File: src/hw/arbiter_defines.vh
// register offsets, field positions, reset values for the memory arbiter block
// assumes an 8-bit special-register port from the cpu core on one clock
`ifndef ARBITER_DEFINES_VH
`define ARBITER_DEFINES_VH
`define ADDR_POINTER_ZERO_LOW 8'h82
`define ADDR_POINTER_ZERO_HIGH 8'h83
`define ADDR_POINTER_ONE_LOW 8'h84
`define ADDR_POINTER_ONE_HIGH 8'h85
`define ADDR_POINTER_SELECT 8'h92
`define ADDR_EXTERNAL_PAGE_SELECT 8'h93
`define ADDR_FLASH_BANK_WINDOW_MAP 8'h9F
`define ADDR_ARBITER_CONTROL 8'hC7
`define CTRL_UNIFIED_BIT 6
`define CTRL_BANK_HI 5
`define CTRL_BANK_LO 4
`define CTRL_CACHE_OFF_BIT 1
`define CTRL_RESERVED_BIT 0
`define RESET_PAGE 8'h00
`define RESET_BANK 2'h1
`define RESET_POINTER 8'h00
`define RESET_RESERVED 1'h1
`define UPPER_WINDOW_BASE 16'h8000
`define FLASH_ADDR_W 17
`endif

File: src/hw/code_window_map.v
// code-space address mapper: turns a 16-bit code address into a physical target
// assumes flash banks of 32 KB, ram placed above flash when unified mapping is on
module code_window_map #(
  parameter RAM_CODE_BASE = 16'hE000
) (
  input wire [15:0] code_addr,
  input wire [1:0] bank,
  input wire bank_enable,
  input wire unified_code_mapping,
  output reg [16:0] flash_addr,
  output reg ram_hit
);
  always @* begin
    ram_hit = 1'b0;
    flash_addr = {1'b0, code_addr};
    if (unified_code_mapping && code_addr >= RAM_CODE_BASE) begin
      ram_hit = 1'b1;
    end else if (code_addr[15] && bank_enable) begin
      flash_addr = {bank, code_addr[14:0]};
    end
  end
endmodule

File: src/hw/memory_arbiter.v
// memory arbiter, external page, bank window, cache control and data pointers
// assumes cpu and dma requesters on sys_clk; sfr port is the cpu special-register bus
//
// Contract
// - indirect external moves take high byte from page register, low from index.
// - page register is 8-bit read/write, reset zero.
// - arbiter serves cpu and dma requests to every memory. Code routes dma requests only to xdata_addr, never to flash.
// - unified mapping bit 6 maps all memories into code space; reset zero. Code maps only ram, at RAM_CODE_BASE and up.
// - bank bits in control and bank map register share one storage.
// - bank selects which 32 KB bank sits at code 0x8000-0xFFFF; reset 01.
// - bank codes 00..11 map window to flash 0x00000,0x08000,0x10000,0x18000.
// - bank switching works only on the 128 KB flash variant.
// - cache-off bit 1 invalidates cache, fetches go straight to flash.
// - two data pointers; select bit 0 chooses the active one.
// - each pointer is 16 bits from separately accessible high and low bytes.
// - select 0 means pointer zero, 1 pointer one; resets to 0.
`include "arbiter_defines.vh"
module memory_arbiter #(
  parameter FLASH_KB = 128,
  parameter RAM_CODE_BASE = 16'hE000
) (
  input wire sys_clk,
  input wire sys_rst,
  input wire sfr_wr,
  input wire sfr_rd,
  input wire [7:0] sfr_addr,
  input wire [7:0] sfr_wdata,
  output reg [7:0] sfr_rdata,
  input wire cpu_req,
  input wire cpu_fetch,
  input wire cpu_indirect,
  input wire [7:0] indirect_index_register,
  input wire [15:0] cpu_addr,
  output reg cpu_grant,
  input wire dma_req,
  input wire [15:0] dma_addr,
  output reg dma_grant,
  output reg [15:0] xdata_addr,
  output reg [16:0] flash_addr,
  output reg code_ram_hit,
  output reg [15:0] active_pointer,
  output reg cache_invalidate,
  output reg cache_bypass
);
  localparam ST_CPU = 2'b01;
  localparam ST_DMA = 2'b10;

  reg [7:0] external_page_select_r;
  reg [1:0] bank_r;
  reg unified_code_mapping_r;
  reg instruction_cache_off_r;
  reg reserved_r;
  reg pointer_select_r;
  reg [7:0] pointer_low_r [0:1];
  reg [7:0] pointer_high_r [0:1];
  reg [1:0] last_r;
  reg [1:0] grant_nxt;
  reg [7:0] rdata_nxt;
  wire bank_enable = (FLASH_KB == 128);
  wire [15:0] cpu_eff_addr;
  wire [16:0] map_flash;
  wire map_ram;

  function sel;
    input [7:0] addr;
    input [7:0] target;
    begin
      sel = (addr == target);
    end
  endfunction

  // page register forms the high byte of @index external moves
  assign cpu_eff_addr = cpu_indirect ?
    {external_page_select_r, indirect_index_register} : cpu_addr;

  code_window_map #(.RAM_CODE_BASE(RAM_CODE_BASE)) u_map (
    .code_addr(cpu_addr),
    .bank(bank_r),
    .bank_enable(bank_enable),
    .unified_code_mapping(unified_code_mapping_r),
    .flash_addr(map_flash),
    .ram_hit(map_ram)
  );

  always @(posedge sys_clk) begin
    if (sys_rst) begin
      external_page_select_r <= `RESET_PAGE;
      bank_r <= `RESET_BANK;
      unified_code_mapping_r <= 1'b0;
      instruction_cache_off_r <= 1'b0;
      reserved_r <= `RESET_RESERVED;
      pointer_select_r <= 1'b0;
    end else if (sfr_wr) begin
      if (sel(sfr_addr, `ADDR_EXTERNAL_PAGE_SELECT)) begin
        external_page_select_r <= sfr_wdata;
      end else if (sel(sfr_addr, `ADDR_FLASH_BANK_WINDOW_MAP)) begin
        bank_r <= sfr_wdata[1:0];
      end else if (sel(sfr_addr, `ADDR_ARBITER_CONTROL)) begin
        bank_r <= sfr_wdata[`CTRL_BANK_HI:`CTRL_BANK_LO];
        unified_code_mapping_r <= sfr_wdata[`CTRL_UNIFIED_BIT];
        instruction_cache_off_r <= sfr_wdata[`CTRL_CACHE_OFF_BIT];
        // kept as written; software is expected to write one here
        reserved_r <= sfr_wdata[`CTRL_RESERVED_BIT];
      end else if (sel(sfr_addr, `ADDR_POINTER_SELECT)) begin
        pointer_select_r <= sfr_wdata[0];
      end
    end
  end

  genvar g;
  generate
    for (g = 0; g < 2; g = g + 1) begin : g_ptr
      // each pointer pair sits two addresses above the previous one
      localparam [7:0] PTR_OFS = (g == 0) ? 8'h00 : 8'h02;
      always @(posedge sys_clk) begin
        if (sys_rst) begin
          pointer_low_r[g] <= `RESET_POINTER;
          pointer_high_r[g] <= `RESET_POINTER;
        end else if (sfr_wr) begin
          if (sel(sfr_addr, `ADDR_POINTER_ZERO_LOW + PTR_OFS)) begin
            pointer_low_r[g] <= sfr_wdata;
          end else if (sel(sfr_addr, `ADDR_POINTER_ZERO_HIGH + PTR_OFS)) begin
            pointer_high_r[g] <= sfr_wdata;
          end
        end
      end
    end
  endgenerate

  always @* begin
    rdata_nxt = 8'h00;
    if (sel(sfr_addr, `ADDR_EXTERNAL_PAGE_SELECT)) begin
      rdata_nxt = external_page_select_r;
    end else if (sel(sfr_addr, `ADDR_FLASH_BANK_WINDOW_MAP)) begin
      rdata_nxt = {6'h00, bank_r};
    end else if (sel(sfr_addr, `ADDR_ARBITER_CONTROL)) begin
      rdata_nxt = {1'b0, unified_code_mapping_r, bank_r, 2'b00,
        instruction_cache_off_r, reserved_r};
    end else if (sel(sfr_addr, `ADDR_POINTER_SELECT)) begin
      rdata_nxt = {7'h00, pointer_select_r};
    end else if (sel(sfr_addr, `ADDR_POINTER_ZERO_LOW)) begin
      rdata_nxt = pointer_low_r[0];
    end else if (sel(sfr_addr, `ADDR_POINTER_ZERO_HIGH)) begin
      rdata_nxt = pointer_high_r[0];
    end else if (sel(sfr_addr, `ADDR_POINTER_ONE_LOW)) begin
      rdata_nxt = pointer_low_r[1];
    end else if (sel(sfr_addr, `ADDR_POINTER_ONE_HIGH)) begin
      rdata_nxt = pointer_high_r[1];
    end
  end

  // round robin so a busy cpu never starves dma and vice versa
  always @* begin
    grant_nxt = 2'b00;
    case (last_r)
      ST_CPU: begin
        if (dma_req) grant_nxt = ST_DMA;
        else if (cpu_req) grant_nxt = ST_CPU;
      end
      default: begin
        if (cpu_req) grant_nxt = ST_CPU;
        else if (dma_req) grant_nxt = ST_DMA;
      end
    endcase
  end

  always @(posedge sys_clk) begin
    if (sys_rst) begin
      last_r <= ST_DMA;
      cpu_grant <= 1'b0;
      dma_grant <= 1'b0;
      xdata_addr <= 16'h0000;
      flash_addr <= 17'h00000;
      code_ram_hit <= 1'b0;
      active_pointer <= 16'h0000;
      cache_invalidate <= 1'b0;
      cache_bypass <= 1'b0;
      sfr_rdata <= 8'h00;
    end else begin
      if (grant_nxt != 2'b00) last_r <= grant_nxt;
      cpu_grant <= grant_nxt[0];
      dma_grant <= grant_nxt[1];
      xdata_addr <= grant_nxt[1] ? dma_addr : cpu_eff_addr;
      flash_addr <= map_flash;
      code_ram_hit <= map_ram && cpu_fetch;
      active_pointer <= pointer_select_r ? {pointer_high_r[1], pointer_low_r[1]} :
        {pointer_high_r[0], pointer_low_r[0]};
      // one-cycle invalidate when the bypass is switched on
      cache_invalidate <= instruction_cache_off_r && !cache_bypass;
      cache_bypass <= instruction_cache_off_r;
      sfr_rdata <= sfr_rd ? rdata_nxt : 8'h00;
    end
  end
endmodule

File: config.mk
export PLATFORM = sky130hd
export DESIGN_NAME = memory_arbiter
export DESIGN_NICKNAME = d
export VERILOG_FILES = /design/src/hw/code_window_map.v /design/src/hw/memory_arbiter.v
export VERILOG_INCLUDE_DIRS = /design/src /design/src/hw
export SDC_FILE = /design/constraint.sdc
export NUM_CORES = 1
export LEC_CHECK = 0
export ABC_AREA = 1
export BUFFER_PORTS_ARGS = -buffer_cell sky130_fd_sc_hd__buf_2
export CAP_MARGIN = 20
export CORE_AREA = 4 4 98 100
export DETAILED_ROUTE_END_ITERATION = 6
export DIE_AREA = 0 0 102 104
export PLACE_DENSITY_LB_ADDON = 0.1
export SYNTH_ARGS = -nofsm -noshare
export SYNTH_HDL_FRONTEND = slang
export SYNTH_SLANG_ARGS = --single-unit
File: constraint.sdc
create_clock -name sys_clk -period 2.1 [get_ports sys_clk]
set_input_delay 0.105 -clock sys_clk [delete_from_list [all_inputs] [get_ports sys_clk]]
set_output_delay 0.105 -clock sys_clk [all_outputs]
set_load 0.02 [all_outputs]
==> impl_results.md <==
* DRT antenna net count at 0
* DP Cell Count at 745
* Layout cells sized above 1 at roughly a quarter
* Drt total wl at 11310 µm
* Synthesized instance count at 522
* Register area share after synthesis at between 50% and 60%
* Final net count at between 700 and 800
* Arr. time, crit path at 1.72 ns
* Synth top area cells: dfxtp_1, edfxtp_1, o21ai_0
* Largest area contributor in the netlist: dfxtp_1
* CP startpoint: last_r[0]
* CP max FO at 17
* Net Count, Synth at just under 600
* Root Buffer: clkbuf_8
* Cts bufs inserted at 9
* Dpl cell area at 5101 µm²
* IO Pins at approximately 130
* Dpl ws at approximately 0.53 ns
* Critical Path RT at 2.35 ns
* Slew headroom at between 50% and 60%
* Pwr dens at around 690 nW/µm²
* GP Congestion at 0.8438
* DR pass1 iterations at 4
* Die footprint at 10610 µm²
* Die boundary height at around 100 µm
* Path depth of the worst reg2reg path at 8
* DR DRC count at 0
* PostCTS Resize Cnt at 0
* Crit Path Class: flip-flop to flip-flop
* Design area at 5607 µm²
* Row Count at 34
* Register clock-pin slew on the reported worst setup and hold paths at 0.10 ns
* Synth top area share at 35.75%
* Outcome: completed
* Largest net degree at the start of global routing at 24
* Global-route wire length before repair at between 15000 and 20000 µm
* Worst Skew at ~0.014 ns
* R2R Setup Slk at roughly 0.63 ns
* Final count of hold timing violations at 0
* Tot GR Track Use at a little over a fifth
* Num Clock Sinks at 110
* RSZ-0062 raised after global routing: no
* Fin crit share at between 70% and 80%
* Yosys reg bits at 110
* GRT overflow at 0
* Diode count at 0
* Slew Viols, Final at 0
* Vias in the first global route at 3850
* TNS Setup at 0 ns
* Mapped Area at approximately 4400 µm²
* Most common cell in the synthesized netlist: nand2_1
* Worst Max-Slew Pin Slew at between 0.6 and 0.7 ns
* Fin crit period at about 1.5 ns
* Clock Path Buffers at 2
* Worst reg2reg path startpoint: last_r[0]
* I/O Buffers at between 100 and 150
* Core area at a little under 9000 µm²
* Critical path destination: xdata_addr[15]
* Initial antenna violation count at 0
* Fmax at between 600 and 700 MHz
* Final setup vio count at 0
* Via count at 3922
* Ys flop type: dfxtp_1
* CP Capture Type: flip-flop
* CTS H-tree lvls at 3
* Area Growth Syn to Fin at 28.36%
* Setup ws final at about 0.63 ns
* Leak at 2.694 nW
* Synth unique cells at 28
* R2r endpoint: xdata_addr[15]
* MaxCap Viol Count at 0
* Starting Density at about half
* Hold crit path type: input pin to flip-flop
* Initial DRC Count at 158
* Worst-Skew Late Latency at 0.37 ns
* Post-synth ARST share at 0%
* Layout Cells excl Fill at between 700 and 800
* Commonest cells post-synth: nand2_1, dfxtp_1, inv_1, nor2_1, o21ai_0
* Worst Setup Start Kind: flip-flop
* Post-synth EDFFs at 32
* Peak VDD IR at ~0.42 mV
* Via density at slightly below 5
* CTS tree: yes
* Die Width at a little over 100 µm
* Drt wl/cell at around 14 µm
* DP HPWL at a little over 8000 µm
* Synth warn at 0
* Post-Syn Area per Cell at around 8.4 µm²
## critical path, cell delays in order, from the launching register on
cell      delay, ns
dfxtp_1        0.31
inv_1          0.06
nor2_1         0.04
nand2_1        0.06
o21ai_0        0.11
nand2_1        0.08
clkinv_1       0.42
nand2_1        0.18
o21ai_0        0.09
## state kept, by name (all words and copies together) (netlist names)
signal                   flops
bank_r                       2
pointer_high_r              16
dma_grant                    1
instruction_cache_off_r      1
unified_code_mapping_r       1
xdata_addr                  16
cache_invalidate             1
last_r                       2
flash_addr                  17
reserved_r                   1
active_pointer              16
pointer_low_r               16
cache_bypass                 1
pointer_select_r             1
sfr_rdata                    8
external_page_select_r       8
cpu_grant                    1
code_ram_hit                 1
## per-stage QoR
stage / hold slack [ns] / power [mW] / util, %
3_3_place_gp: 0.3049 / 2.762 / 58.78
4_1_cts: 0.007018 / 3.915 / 64.61
6_report: 0.01695 / 3.894 / 64.61
3_5_place_dp: 0.3110 / 2.768 / 58.78
2_1_floorplan: 0.1821 / 2.581 / -
5_1_grt: 0.02581 / 4.058 / 64.61
## power by group
part	leakage (nW)	internal [mW]	switching (mW)
registers	0.946	2.28	0.0299
logic	1.67	0.180	0.285
clock network	0.0797	0.433	0.690
total	2.69	2.89	1.00
## cells in the final DEF, fill, tap and decap left out
cell type,n
clkbuf_8,9
nor2_2,4
nor2_1,69
edfxtp_1,32
nand2_4,1
o21ai_0,68
o21ai_1,8
nand4_1,4
nor4_1,2
a21oi_1,33
clkinv_2,2
nand2_1,88
inv_1,71
clkbuf_1,2
dlygate4sd3_1,34
buf_2,125
clkinv_1,1
or2_0,3
nand2_2,4
o22ai_1,2
inv_2,5
nand3_2,1
o21a_1,1
inv_6,1
dfxtp_1,78
clkinvlp_4,2
o211ai_1,1
buf_4,8
o21bai_1,4
nor3_1,3
nand3_1,16
o21ai_2,1
nor2_4,4
## layout make-up
type / count / area (µm²)
clock buffers: 11 / 131.4
inverters: 77 / 289.0
multi-input cells: 317 / 1469
fillers: 737 / 3072
clock inverters: 5 / 33.78
well taps: 108 / 135.1
flip-flops and latches: 110 / 2522
repair buffers: 167 / 1026
## kinds of logic after synthesis
group | after synthesis | share of synthesized area [%]
flip-flops | 110 | 57.75
AND/OR/NAND/NOR | 199 | 19.62
AO/OA/AOI/OAI | 118 | 14.01
buffers and inverters | 95 | 8.622
## what timing repair did
action,4_1_cts,5_1_grt
hold buffers,34,0
endpoints found under the setup margin,0,0
buffers inserted,0,0
endpoints found under the hold margin,35,0
## worst min path at each step
stage,to,depth (start not counted),slack [ns],start
6_report,last_r[1],4,0.02,dma_req
5_1_grt,cpu_grant,4,0.03,dma_req
3_5_place_dp,xdata_addr[7],3,0.31,dma_addr[7]
3_3_place_gp,xdata_addr[7],3,0.30,dma_addr[7]
4_1_cts,last_r[1],4,0.007,dma_req
2_1_floorplan,flash_addr[16],1,0.18,sys_rst
## metal layers
| metal | track usage (%) | part of all wire (%) |
|---|---|---|
| met1 | 28.04 | 42 |
| met2 | 36.44 | 49 |
| met3 | 4.225 | 6.8 |
| met4 | 6.467 | 1.6 |
| met5 | 0 | 0 |
No activity file was read; power rests on OpenSTA's default activity.
